## src/alu_pkg.sv

```systemverilog
// shared constants and types of the alu datapath
package alu_pkg;
	localparam int data_w = 32;
	localparam int half_w = 16;
	localparam int byte_w = 8;
	localparam int reg_count = 8;
	localparam int reg_idx_w = 3;
	localparam int half_idx_w = 4;
	localparam int half_sel = 3;
	localparam int bitnum_w = 3;
	localparam int byte_msb = 7;
	localparam int word_msb = 15;
	localparam int long_msb = 31;
	localparam int shift_step = 1;
	localparam int rd_ports = 3;
	localparam int port_dst = 0;
	localparam int port_src = 1;
	localparam int port_peek = 2;
	localparam logic [31:0] byte_mask = 32'h0000_00ff;
	localparam logic [31:0] word_mask = 32'h0000_ffff;
	localparam logic [31:0] long_mask = 32'hffff_ffff;
	localparam logic [3:0] be_b0 = 4'h1;
	localparam logic [3:0] be_b1 = 4'h2;
	localparam logic [3:0] be_lo = 4'h3;
	localparam logic [3:0] be_hi = 4'hc;
	localparam logic [3:0] be_all = 4'hf;
	localparam int div_cnt_w = 6;
	localparam logic [5:0] div_steps_byte = 6'h10;
	localparam logic [5:0] div_steps_word = 6'h20;
	localparam logic [5:0] div_cnt_one = 6'h01;
	typedef enum logic [1:0] {size_byte, size_word, size_long} size_type;
	typedef enum logic [4:0] {
		unsigned_divide, signed_divide, compare_op, negate_op,
		sign_extend_op, zero_extend_op, and_op, or_op, xor_op, not_op,
		arith_shift_left, arith_shift_right, logic_shift_left, logic_shift_right,
		rotate_left, rotate_right, rotate_carry_left, rotate_carry_right,
		bit_set_op, bit_clear_op, bit_invert_op, bit_test_op,
		carry_and_bit, carry_and_inverse_bit
	} op_type;
	typedef struct packed {
		logic n;
		logic z;
		logic v;
		logic c;
	} flags_type;
	localparam flags_type flags_reset = 4'h0;
endpackage : alu_pkg

```

## src/div_if.sv

```systemverilog
// handshake between the datapath and its iterative divider
`timescale 1ns/10ps
interface div_if;
	logic start;
	logic is_word;
	logic is_signed;
	logic [31:0] dividend;
	logic [15:0] divisor;
	logic done;
	logic [15:0] quotient;
	logic [15:0] remainder;
	modport ctrl (output start, is_word, is_signed, dividend, divisor,
		input done, quotient, remainder);
	modport unit (input start, is_word, is_signed, dividend, divisor,
		output done, quotient, remainder);
endinterface : div_if

```

## src/alu_core.sv

```systemverilog
// alu datapath: divide, compare, logic, shift and bit operations
`timescale 1ns/10ps
module alu_core (
	input logic sys_clk,
	input logic nrst,
	input logic ce,
	input logic req_valid,
	output logic req_ready,
	input alu_pkg::op_type req_op,
	input alu_pkg::size_type req_size,
	input logic [alu_pkg::half_idx_w-1:0] req_dst,
	input logic [alu_pkg::half_idx_w-1:0] req_src,
	input logic req_use_imm,
	input logic [alu_pkg::data_w-1:0] req_imm,
	input logic req_bit_from_reg,
	input logic req_use_mem,
	input logic [alu_pkg::byte_w-1:0] req_mem_byte,
	output logic done,
	output logic mem_wr_valid,
	output logic [alu_pkg::byte_w-1:0] mem_wr_data,
	output alu_pkg::flags_type condition_flags,
	input logic flag_load,
	input alu_pkg::flags_type flag_load_value,
	input logic ext_wr_en,
	input logic [alu_pkg::reg_idx_w-1:0] ext_wr_idx,
	input logic [alu_pkg::data_w-1:0] ext_wr_data,
	input logic [alu_pkg::reg_idx_w-1:0] peek_idx,
	output logic [alu_pkg::data_w-1:0] peek_data
);
	import alu_pkg::*;
	typedef enum logic [1:0] {st_idle, st_read, st_exec, st_div} state_type;
	state_type state_r;
	op_type op_r;
	size_type size_r, dsz;
	logic [half_idx_w-1:0] dst_r, src_r;
	logic use_imm_r, bit_reg_r, use_mem_r, done_r, mem_wr_valid_r;
	logic [data_w-1:0] imm_r;
	logic [byte_w-1:0] mem_byte_r, mem_wr_data_r;
	flags_type flags_r, nf;
	logic [rd_ports-1:0][reg_idx_w-1:0] rd_addr;
	logic [rd_ports-1:0][data_w-1:0] rd_data;
	logic is_div, is_bit, is_cand, dsign, test_bit, div_zero, carry_now;
	logic ex, div_end, wb_en, wr_reg, wr_mem, set_nz, rf_we;
	logic [data_w-1:0] msk, d_op, s_reg, s_op, sub_a, sub_b, res, res_m;
	logic [data_w-1:0] msb_one, div_res, wb_data;
	logic [data_w:0] diff;
	logic [bitnum_w-1:0] bitn;
	logic [byte_w-1:0] bit_opnd, bit_res, sel;
	logic [3:0] rf_be;
	div_if dv();

	function automatic logic [data_w-1:0] size_mask(size_type s);
		unique case (s)
			size_byte: size_mask = byte_mask;
			size_word: size_mask = word_mask;
			default: size_mask = long_mask;
		endcase
	endfunction : size_mask

	function automatic logic msb_of(logic [data_w-1:0] x, size_type s);
		unique case (s)
			size_byte: msb_of = x[byte_msb];
			size_word: msb_of = x[word_msb];
			default: msb_of = x[long_msb];
		endcase
	endfunction : msb_of

	// half selector bit: byte 1 = low byte, word 1 = upper half
	function automatic logic [data_w-1:0] pick(logic [data_w-1:0] r,
		logic [half_idx_w-1:0] i, size_type s);
		unique case (s)
			size_byte: pick = {24'h0, i[half_sel] ? r[7:0] : r[15:8]};
			size_word: pick = {16'h0, i[half_sel] ? r[31:16] : r[15:0]};
			default: pick = r;
		endcase
	endfunction : pick

	function automatic logic [3:0] lanes(logic [half_idx_w-1:0] i, size_type s);
		unique case (s)
			size_byte: lanes = i[half_sel] ? be_b0 : be_b1;
			size_word: lanes = i[half_sel] ? be_hi : be_lo;
			default: lanes = be_all;
		endcase
	endfunction : lanes

	function automatic logic [data_w-1:0] place(logic [data_w-1:0] x, size_type s);
		unique case (s)
			size_byte: place = {4{x[7:0]}};
			size_word: place = {2{x[15:0]}};
			default: place = x;
		endcase
	endfunction : place

	assign ex = state_r == st_exec;
	assign div_end = state_r == st_div && dv.done;
	assign req_ready = state_r == st_idle;

	always_comb begin
		is_div = op_r inside {unsigned_divide, signed_divide};
		is_cand = op_r inside {carry_and_bit, carry_and_inverse_bit};
		is_bit = is_cand || (op_r inside {bit_set_op, bit_clear_op, bit_invert_op, bit_test_op});
		dsz = size_r;
		if (is_bit)
			dsz = size_byte;
		else if (is_div)
			dsz = (size_r == size_byte) ? size_word : size_long;
		msk = size_mask(dsz);
		d_op = pick(rd_data[port_dst], dst_r, dsz);
		s_reg = pick(rd_data[port_src], src_r, is_bit ? size_byte : size_r);
		s_op = use_imm_r ? (imm_r & size_mask(size_r)) : s_reg;
		dsign = msb_of(d_op, dsz);
		msb_one = ~(msk >> shift_step) & msk;
		// carry-and forms never take the bit number from a register
		bitn = (bit_reg_r && !is_cand) ? s_reg[bitnum_w-1:0] : imm_r[bitnum_w-1:0];
		bit_opnd = use_mem_r ? mem_byte_r : d_op[byte_w-1:0];
		test_bit = bit_opnd[bitn];
		sel = byte_w'(1) << bitn;
		sub_a = (op_r == negate_op) ? '0 : d_op;
		sub_b = (op_r == negate_op) ? d_op : s_op;
		diff = {1'h0, sub_a} - {1'h0, sub_b};
		div_zero = (s_op & size_mask(size_r)) == '0;
	end

	always_comb begin
		res = d_op;
		nf = flags_r;
		set_nz = 1'h0;
		wr_reg = 1'h0;
		wr_mem = 1'h0;
		bit_res = bit_opnd;
		unique case (op_r)
			compare_op, negate_op: begin
				res = diff[data_w-1:0];
				nf.c = diff[data_w];
				nf.v = (msb_of(sub_a, dsz) != msb_of(sub_b, dsz)) &&
					(msb_of(diff[data_w-1:0], dsz) != msb_of(sub_a, dsz));
				wr_reg = op_r == negate_op;
			end
			sign_extend_op: res = (dsz == size_long) ?
				{{half_w{d_op[word_msb]}}, d_op[15:0]} :
				{16'h0, {byte_w{d_op[byte_msb]}}, d_op[7:0]};
			zero_extend_op: res = (dsz == size_long) ?
				{16'h0, d_op[15:0]} : {24'h0, d_op[7:0]};
			and_op: res = d_op & s_op;
			or_op: res = d_op | s_op;
			xor_op: res = d_op ^ s_op;
			not_op: res = ~d_op;
			arith_shift_left, logic_shift_left: res = d_op << shift_step;
			arith_shift_right: res = (d_op >> shift_step) | (dsign ? msb_one : '0);
			logic_shift_right: res = d_op >> shift_step;
			rotate_left: res = (d_op << shift_step) | data_w'(dsign);
			rotate_right: res = (d_op >> shift_step) | (d_op[0] ? msb_one : '0);
			rotate_carry_left: res = (d_op << shift_step) | data_w'(flags_r.c);
			rotate_carry_right: res = (d_op >> shift_step) | (flags_r.c ? msb_one : '0);
			bit_set_op: bit_res = bit_opnd | sel;
			bit_clear_op: bit_res = bit_opnd & ~sel;
			bit_invert_op: bit_res = bit_opnd ^ sel;
			bit_test_op: nf.z = !test_bit;
			carry_and_bit: nf.c = flags_r.c & test_bit;
			carry_and_inverse_bit: nf.c = flags_r.c & !test_bit;
			default: nf.z = div_zero ? 1'h1 : flags_r.z;
		endcase
		if (op_r inside {compare_op, negate_op})
			set_nz = 1'h1;
		if (op_r inside {[sign_extend_op:rotate_carry_right]}) begin
			set_nz = 1'h1;
			wr_reg = 1'h1;
			nf.v = 1'h0;
		end
		if (op_r inside {[arith_shift_left:rotate_carry_right]}) begin
			// left forms lose the sign bit, right forms lose bit zero
			nf.c = (op_r inside {arith_shift_left, logic_shift_left, rotate_left, rotate_carry_left})
				? dsign : d_op[0];
			if (op_r == arith_shift_left)
				nf.v = dsign ^ msb_of(res, dsz);
		end
		if (op_r inside {bit_set_op, bit_clear_op, bit_invert_op}) begin
			wr_mem = use_mem_r;
			wr_reg = !use_mem_r;
			res = data_w'(bit_res);
		end
		res_m = res & msk;
		if (set_nz) begin
			nf.n = msb_of(res_m, dsz);
			nf.z = res_m == '0;
		end
	end

	// byte form: remainder in upper byte, quotient in lower byte
	assign div_res = (size_r == size_byte) ?
		{16'h0, dv.remainder[7:0], dv.quotient[7:0]} :
		{dv.remainder, dv.quotient};
	assign wb_en = (ex && wr_reg) || div_end;
	assign wb_data = place(div_end ? div_res : res_m, dsz);
	// the datapath wins a collision with an outside load
	assign rf_we = wb_en || ext_wr_en;
	assign rf_be = wb_en ? lanes(dst_r, dsz) : be_all;
	assign rd_addr[port_dst] = dst_r[reg_idx_w-1:0];
	assign rd_addr[port_src] = src_r[reg_idx_w-1:0];
	assign rd_addr[port_peek] = peek_idx;

	assign dv.start = ex && is_div && !div_zero;
	assign dv.is_word = size_r == size_word;
	assign dv.is_signed = op_r == signed_divide;
	assign dv.dividend = d_op;
	assign dv.divisor = s_op[half_w-1:0];

	reg_mem #(.width(data_w), .depth(reg_count), .aw(reg_idx_w), .nrd(rd_ports)) u_regs (
		.sys_clk(sys_clk),
		.nrst(nrst),
		.ce(ce),
		.rd_addr(rd_addr),
		.rd_data(rd_data),
		.wr_en(rf_we),
		.wr_addr(wb_en ? dst_r[reg_idx_w-1:0] : ext_wr_idx),
		.wr_data(wb_en ? wb_data : ext_wr_data),
		.wr_be(rf_be)
	);

	div_unit u_div (
		.sys_clk(sys_clk),
		.nrst(nrst),
		.ce(ce),
		.dv(dv.unit)
	);

	always_ff @(posedge sys_clk or negedge nrst) begin
		if (!nrst)
			state_r <= st_idle;
		else if (ce) begin
			unique case (state_r)
				st_idle: if (req_valid) state_r <= st_read;
				st_read: state_r <= st_exec;
				st_exec: state_r <= dv.start ? st_div : st_idle;
				st_div: if (dv.done) state_r <= st_idle;
			endcase
		end
	end

	always_ff @(posedge sys_clk or negedge nrst) begin
		if (!nrst) begin
			op_r <= compare_op;
			size_r <= size_byte;
			dst_r <= '0;
			src_r <= '0;
			use_imm_r <= 1'h0;
			imm_r <= '0;
			bit_reg_r <= 1'h0;
			use_mem_r <= 1'h0;
			mem_byte_r <= '0;
		end else if (ce && req_valid && req_ready) begin
			op_r <= req_op;
			size_r <= req_size;
			dst_r <= req_dst;
			src_r <= req_src;
			use_imm_r <= req_use_imm;
			imm_r <= req_imm;
			bit_reg_r <= req_bit_from_reg;
			use_mem_r <= req_use_mem;
			mem_byte_r <= req_mem_byte;
		end
	end

	always_ff @(posedge sys_clk or negedge nrst) begin
		if (!nrst)
			flags_r <= flags_reset;
		else if (ce) begin
			if (ex)
				flags_r <= nf;
			else if (div_end) begin
				flags_r.n <= dv.is_word ? dv.quotient[word_msb] : dv.quotient[byte_msb];
				flags_r.z <= dv.is_word ? dv.quotient == '0 : dv.quotient[7:0] == '0;
			end else if (flag_load)
				flags_r <= flag_load_value;
		end
	end

	always_ff @(posedge sys_clk or negedge nrst) begin
		if (!nrst) begin
			done_r <= 1'h0;
			mem_wr_valid_r <= 1'h0;
			mem_wr_data_r <= '0;
		end else if (ce) begin
			done_r <= (ex && !dv.start) || div_end;
			mem_wr_valid_r <= ex && wr_mem;
			if (ex && wr_mem)
				mem_wr_data_r <= bit_res;
		end
	end

	assign done = done_r;
	assign mem_wr_valid = mem_wr_valid_r;
	assign mem_wr_data = mem_wr_data_r;
	assign condition_flags = flags_r;
	assign peek_data = rd_data[port_peek];
	assign carry_now = flags_r.c;
endmodule : alu_core

```

## src/reg_mem.sv

```systemverilog
// general register storage with byte lanes and registered read ports
`timescale 1ns/10ps
module reg_mem #(
	parameter int width = 32,
	parameter int depth = 8,
	parameter int aw = 3,
	parameter int nrd = 3
) (
	input logic sys_clk,
	input logic nrst,
	input logic ce,
	input logic [nrd-1:0][aw-1:0] rd_addr,
	output logic [nrd-1:0][width-1:0] rd_data,
	input logic wr_en,
	input logic [aw-1:0] wr_addr,
	input logic [width-1:0] wr_data,
	input logic [width/8-1:0] wr_be
);
	logic [width-1:0] mem [depth];
	// contents have no reset: software loads them before use
	always_ff @(posedge sys_clk) begin
		if (ce && wr_en) begin
			for (int b = 0; b < width / 8; b++) begin
				if (wr_be[b])
					mem[wr_addr][b*8 +: 8] <= wr_data[b*8 +: 8];
			end
		end
	end
	for (genvar p = 0; p < nrd; p++) begin : g_rd
		always_ff @(posedge sys_clk or negedge nrst) begin
			if (!nrst)
				rd_data[p] <= '0;
			else if (ce)
				rd_data[p] <= mem[rd_addr[p]];
		end
	end
endmodule : reg_mem

```

## src/div_unit.sv

```systemverilog
// restoring divider, one quotient bit per clock, signed or unsigned
`timescale 1ns/10ps
module div_unit (
	input logic sys_clk,
	input logic nrst,
	input logic ce,
	div_if.unit dv
);
	import alu_pkg::*;
	logic busy_r, done_r, neg_q_r, neg_r_r, signed_r;
	logic [div_cnt_w-1:0] cnt_r;
	logic [31:0] quo_r;
	logic [16:0] rem_r;
	logic [15:0] dsr_r, q_out_r, r_out_r;
	logic [16:0] rem_sh, rem_sub;
	logic fits, dvd_neg, dsr_neg;
	logic [31:0] dvd_mag, quo_nxt;
	logic [15:0] dsr_mag, rem_nxt;
	always_comb begin
		dvd_neg = dv.is_signed & (dv.is_word ? dv.dividend[long_msb] : dv.dividend[word_msb]);
		dsr_neg = dv.is_signed & (dv.is_word ? dv.divisor[word_msb] : dv.divisor[byte_msb]);
		if (dv.is_word) begin
			dvd_mag = dvd_neg ? 32'(-dv.dividend) : dv.dividend;
			dsr_mag = dsr_neg ? 16'(-dv.divisor) : dv.divisor;
		end else begin
			// byte form sits at the top so the same shift path serves both
			dvd_mag = {(dvd_neg ? 16'(-dv.dividend[15:0]) : dv.dividend[15:0]), 16'h0};
			dsr_mag = {8'h0, (dsr_neg ? 8'(-dv.divisor[7:0]) : dv.divisor[7:0])};
		end
	end
	assign rem_sh = {rem_r[15:0], quo_r[long_msb]};
	assign fits = rem_sh >= {1'h0, dsr_r};
	assign rem_sub = rem_sh - {1'h0, dsr_r};
	assign quo_nxt = {quo_r[30:0], fits};
	assign rem_nxt = fits ? rem_sub[15:0] : rem_sh[15:0];
	always_ff @(posedge sys_clk or negedge nrst) begin
		if (!nrst) begin
			busy_r <= 1'h0;
			done_r <= 1'h0;
			cnt_r <= '0;
			quo_r <= '0;
			rem_r <= '0;
			dsr_r <= '0;
			neg_q_r <= 1'h0;
			neg_r_r <= 1'h0;
			signed_r <= 1'h0;
			q_out_r <= '0;
			r_out_r <= '0;
		end else if (ce) begin
			done_r <= 1'h0;
			if (dv.start && !busy_r) begin
				busy_r <= 1'h1;
				cnt_r <= dv.is_word ? div_steps_word : div_steps_byte;
				quo_r <= dvd_mag;
				rem_r <= '0;
				dsr_r <= dsr_mag;
				neg_q_r <= dvd_neg ^ dsr_neg;
				neg_r_r <= dvd_neg;
				signed_r <= dv.is_signed;
			end else if (busy_r) begin
				quo_r <= quo_nxt;
				rem_r <= {1'h0, rem_nxt};
				cnt_r <= cnt_r - div_cnt_one;
				if (cnt_r == div_cnt_one) begin
					busy_r <= 1'h0;
					done_r <= 1'h1;
					q_out_r <= neg_q_r ? 16'(-quo_nxt[15:0]) : quo_nxt[15:0];
					r_out_r <= neg_r_r ? 16'(-rem_nxt) : rem_nxt;
				end
			end
		end
	end
	assign dv.done = done_r;
	assign dv.quotient = q_out_r;
	assign dv.remainder = r_out_r;
endmodule : div_unit

```

## config.mk

```make
export PLATFORM = sky130hd
export DESIGN_NAME = alu_core
export DESIGN_NICKNAME = d
export VERILOG_FILES = /design/src/alu_pkg.sv /design/src/div_if.sv /design/src/alu_core.sv /design/src/reg_mem.sv /design/src/div_unit.sv
export SDC_FILE = /design/constraint.sdc
export NUM_CORES = 1
export LEC_CHECK = 0
export BUFFER_PORTS_ARGS = -buffer_cell sky130_fd_sc_hd__buf_2
export CAP_MARGIN = 20
export CORE_UTILIZATION = 44
export CTS_CLUSTER_DIAMETER = 120
export DETAILED_ROUTE_END_ITERATION = 10
export GPL_TIMING_DRIVEN = 0
export PLACE_DENSITY_LB_ADDON = 0.15
export SKIP_LAST_GASP = 1
export SYNTH_ARGS = -nofsm -noshare
export SYNTH_HDL_FRONTEND = slang
export SYNTH_SLANG_ARGS = --single-unit
```

## constraint.sdc

```tcl
create_clock -name sys_clk -period 5.96 [get_ports sys_clk]
set_input_delay 0.596 -clock sys_clk [delete_from_list [all_inputs] [get_ports sys_clk]]
set_output_delay 0.596 -clock sys_clk [all_outputs]
set_load 0.1 [all_outputs]
```

# After elaboration in Yosys (flattened, before gate mapping)
# Memory sizes are Yosys's and may differ from the RTL's. A register that Yosys moved wholly into a read port is not among the register bits.
# Index checks and enable logic that the tools add are counted.
[word_totals] register_bits=180 out_inout_bits=47 n_memories=1 inputBits=106 wordCells=273 ram_bits=256
[memory_table] memory="u_regs.mem" words=8 width=32 rd=3 rd_ports_with_merged_regs=3 wr=1 line_no="reg_mem.sv:19" text="logic [width-1:0] mem [depth];"
[op_classes] addsub=9 magnitude_cmp=5 n_eq_ne=40 shift=1 mux=108 bitwise_logic=25 n_reduce_logical=57
[ops] cell="two-way mux 32 bit" n=15
[ops] cell="case mux 32 bit (14 select lines)" n=1
[ops] cell="case mux 32 bit (2 select lines)" n=5
[ops] cell="two-way mux 16 bit" n=11
[ops] cell="AND 32 bit" n=5
[ops] cell="bitwise OR 31 x 32 -> 32 bit" n=3
[ops] cell="zero test 32 bit" n=2
[ops] cell="negation 16 bit" n=4
[ops] cell="bitwise OR 32 x 1 -> 32 bit" n=2
[ops] cell="== test 5 x 4 -> 1 bit, second input constant" n=8
[ops] cell="== test 5 bit, second input constant" n=8
[ops] cell="two-way mux 1 bit" n=39
[ops] cell="subtractor 32 x 32 -> 33 bit" n=1
[ops] cell="two-way mux 8 bit" n=4
[ops] cell="negation 32 bit" n=1
[ops] cell="NOT 31 -> 32 bit" n=1
[ops] cell="NOT 32 bit" n=1
[ops] cell="bitwise OR 32 bit" n=1
[ops] cell="bitwise XOR 32 bit" n=1
[ops] cell="two-way mux 2 bit" n=12
[ops] cell="case mux 8 bit (3 select lines)" n=1
[ops] cell="OR reduction 21 bit" n=1
[ops] cell="== test 5 x 3 -> 1 bit, second input constant" n=4
[ops] cell="two-way mux 6 bit" n=3
[ops] cell="48 further kinds" n=111

# Depth between registers and ports, before layout
[logic_depth] word_depth=18 depth_mapped=25

# Modules after synthesis
# A second synthesis with hierarchy kept.
[hier_totals] hier_cells=4012 area_unflattened_um2=38137.8
[modules_own_cells] mod="reg_mem" seq_area_each_um2=10089.7 cells_per_inst=1399 area_per_inst_um2=18430.2 instances=1
[modules_own_cells] mod="alu_core" seq_area_each_um2=1853.0 cells_per_inst=1782 area_per_inst_um2=12547.0 instances=1
[modules_own_cells] mod="div_unit" seq_area_each_um2=2652.5 cells_per_inst=831 area_per_inst_um2=7160.6 instances=1

# Worst setup path after synthesis
# No wires, ideal clock.
[synth_timing] path_kind="register -> register" startpoint="reg op_r[1]" endpoint="mem u_regs.mem[0][31] (data pin)" stages_incl_launch_ff=22 synth_period_minus_slack_ns=5.449 path_slack_ns=0.511 arrival_ns=5.160 setup_ns=0.288 required_time_ns=5.672 cell_sequence="dfstp_2 buf_6 buf_2 clkbuf_1 nand2_1 nor3_1 clkbuf_1 clkbuf_1 nand2_1 o21ai_0 ha_1 nor2b_1 o31ai_1 a21o_1 a211oi_1 nor4_1 nor4_1 or3b_1 nand2_1 a21oi_1 a2111oi_0 nor2_1"
[synth_via] elab_chain_len=16 elab_cells_between_ends=87
[synth_lines] element="start, declared" line_no="alu_core.sv:33" text="op_type op_r;"
[synth_lines] element="start signal, assigned" line_no="alu_core.sv:242" text="op_r <= compare_op;"
[synth_lines] element="start signal, assigned" line_no="alu_core.sv:252" text="op_r <= req_op;"
[synth_lines] element="parallel branches: the longest is 15 deep, another holds subtractor 32 x 32 -> 33 bit"
[synth_lines] element="two-way mux 32 bit *" line_no="alu_core.sv:216" text=".wr_data(wb_en ? wb_data : ext_wr_data),"
[synth_lines] element="net u_regs.wr_data[31]" line_no="reg_mem.sv:16" text="input logic [width-1:0] wr_data,"
[synth_lines] element="end, declared" line_no="reg_mem.sv:19"
# Mark *: on every way through the listed nets, which the timed path passes.

# Final worst setup path
[layout_timing] startpoint="reg op_r[2]" endpoint="mem u_regs.mem[4][26] (data pin)"
# Same word-level chain as after synthesis.

==> flow_summary.ini <==
[synthesis]
synth_warnings = 0
synthCells = 3588
async_flop_share_pct = 51.88
synth_ff_type = dfrtp_1
ys_seq_area_share_pct = 39.81
ys_types = 110
netlist.area_leader.share_pct = 20.97
ys_ff_latch = 532
syn_avg_cell_area_um2 = 10.22
synth_area_leader_cell = edfxtp_1
synth-edff-count = 256
yosys-top-cells-area = edfxtp_1 21%, dfrtp_1 19%, mux4_2 12%, ha_1 4.6%, mux2i_1 4.1%
synth_area_mm2 = 0.03666
synth_nets = 3830

[timing]
setup_slack_ns = -0.2709
finalCritPeriodShare_pct = 104.5
relSlewSlack_pct = 10.15
maxSlewViolCount = 0
fmax_mhz = 160.5
min_period_ns = 6.231
report.final.hold_viol_count = 0
rsz0062_at_grt = yes
tightest_slew_ns = 1.340
hold_slack_ns = 0.1215
finalClockSkew_ns = 0.03729
setup_viol = 24

[place]
port_buffers = 149
place_hpwl_mm = 124.4
globalplace.congestion = 1.061

[floorplanning]
fp.coreArea_mm2 = 0.08224
die_h_um = 290.7
die_width_um = 290.7
initial_core_util_pct = 44.58
dieArea_mm2 = 0.08448
rows = 105
io_pins = 153

[min_path]
hold_depth = 3
hp-class = primary input to flop

[outcome]
violations = setup timing
status = finished, violations left

[finish]
nets = 4162
multiInputGateArea_mm2 = 0.02136
final_common_cell = nor2_1
fill_cells = 7490
regArea_mm2 = 0.01460
layout_common_cells = 349 x nor2_1, 306 x nand2_1, 272 x dfrtp_1, 256 x edfxtp_1, 243 x a21oi_1
drive_gt1_share_pct = 24.53
syn_to_final_growth_pct = 18.71

[clock_tree]
insertion_delay_ns = 0.69
path_clk_slew_ns = 0.06
cts_tree = built
cts_sinks = 532
htreeDepth = 2
clk_root_buffer_cell = clkbuf_16
cts_buffers = 60
clock_path_buffers = 3

[setup_path]
cp-end-kind = flop
setup.worst_path.start_class = flop
cp_max_fo = 10
cp.required_ns = 6.39
reg2reg_depth = 24
crit_type = flop to flop
cp.arrival_ns = 6.66

[global_routing]
grt_first_pass_wirelength_mm = 229.4
antenna_found_initial = 3
grt_pass1_vias = 31660
grtUsageMet3_pct = 8.351
gr-usage-met2_pct = 57.12
overflow = 0
busiest_layer = met2
grtUsageTotal_pct = 37.65
grt_use_met1_pct = 49.73
grt_max_degree = 111

[detailed_routing]
wire_per_inst_um = 32.17
drc = 0
dr.pass1.iters = 9
vias_per_cell = 6.609
drtIter0Drc = 4753
finalWirelength_mm = 162.2
final_antenna_net_count = 0
vias = 33320

[flow_run]
drv_cap = 0
## cell families after synthesis
kind of cell	Yosys count	synth area share, %
XOR/XNOR	92	2.198
adder cells (fa/ha/maj)	136	4.682
flip-flops	532	39.81
multiplexers	406	17.92
AO/OA/AOI/OAI	980	17.74
AND/OR/NAND/NOR	1016	12.62
buffers and inverters	426	5.031
## Yosys cell counts, types with 22 or more instances
master,count
a21o_1,28
a21oi_1,252
a221oi_1,42
a22oi_1,43
a31oi_1,45
and3_1,34
buf_1,35
buf_2,28
buf_4,39
clkbuf_1,183
dfrtp_1,275
edfxtp_1,256
ha_1,134
inv_1,123
mux2_2,62
mux2i_1,150
mux4_2,194
nand2_1,323
nand2b_1,27
nand3_1,66
nand4_1,23
nor2_1,366
nor3_1,50
nor4_1,24
o211ai_1,32
o21a_1,26
o21ai_0,234
o221ai_1,22
o22ai_1,22
o31ai_1,30
xnor2_1,79
## state kept, by name (all words and copies together), names as in the netlist, 6 cells and up
| name | flops |
|---|---|
| imm_r | 32 |
| mem_byte_r | 8 |
| mem_wr_data | 8 |
| u_div.cnt_r | 6 |
| u_div.dsr_r | 16 |
| u_div.dv.quotient | 16 |
| u_div.dv.remainder | 16 |
| u_div.quo_r | 32 |
| u_div.rem_r | 16 |
| u_regs.mem | 256 |
| u_regs.rd_data | 96 |
## path summary, 6_finish.rpt
| kind | from | to | slack (ns) |
|---|---|---|---|
| max reg2reg | op_r[2] | u_regs.mem[4][26] | -0.27 |
| min reg2reg | mem_wr_data[6] | mem_wr_data[6] | 0.47 |
| min in group asynchronous | nrst | u_div.dsr_r[3] | 0.49 |
| max in group asynchronous | nrst | u_regs.rd_data[40] | 4.46 |
| min | req_imm[0] | imm_r[0] | 0.12 |
| max | op_r[2] | u_regs.mem[4][26] | -0.27 |
## critical path, cell delays in order, from the launching register on
cell and delay [ns]:
dfrtp_2 0.45, buf_4 0.20, or3_1 0.33, buf_6 0.18
nor2_4 0.13, a21oi_1 0.13, a211o_1 0.49, nand2_8 0.16
buf_4 0.15, or2_2 0.12, ha_1 0.13, inv_1 0.05
fa_2 0.39, a211oi_4 0.33, o21bai_2 0.13, a21oi_2 0.15
o21ai_0 0.11, xnor2_1 0.18, nor2_1 0.14, o31ai_4 0.24
buf_4 0.19, a21oi_1 0.14, a222oi_1 1.13, o21ai_1 0.13
buf_4 0.22
## layout make-up
cell class / instances / share of cell area [%]
antenna: 1 / 0.005750
buffer: 276 / 3.260
clock buffer: 84 / 3.991
clock inverter: 29 / 0.8453
inverter: 133 / 1.187
multi-input combinational: 2631 / 49.08
sequential: 532 / 33.55
tap: 1070 / 3.076
timing repair buffer: 286 / 5.005
## metal layers
layer	up-vias	part of all wire, %
met4	0	6.9
met5	-	0
met1	16530	38
met3	460	11
met2	2092	44
li1	14240	-
## what timing repair did
| action | 4_1_cts | 5_1_grt |
|---|---|---|
| resized for setup | 218 | 96 |
| cloned | 0 | 1 |
| endpoints found under the setup margin | 331 | 186 |
| endpoints found under the hold margin | 58 | 0 |
| setup buffers | 59 | 39 |
| pin swaps | 48 | 38 |
| hold buffers | 1 | 0 |
## per-stage QoR
stage / util, % / cell area [um^2] / cells / worst slack (ns) / TNS [ns]
2_1_floorplan: - / 36660 / 3588 / 0.5113 / 0
3_3_place_gp: 47.11 / 38750 / 4807 / -3.076 / -850.70
3_5_place_dp: 47.67 / 39210 / 4835 / -2.595 / -452.72
4_1_cts: 51.92 / 42700 / 4998 / -0.02277 / -0.3293
5_1_grt: 52.91 / 43520 / 5041 / -0.1352 / -3.538
6_report: 52.92 / 43520 / 5042 / -0.2709 / -2.352
Power is not shown: default switching activity piles up to over one toggle a cycle in this logic, so the estimate is an artifact.
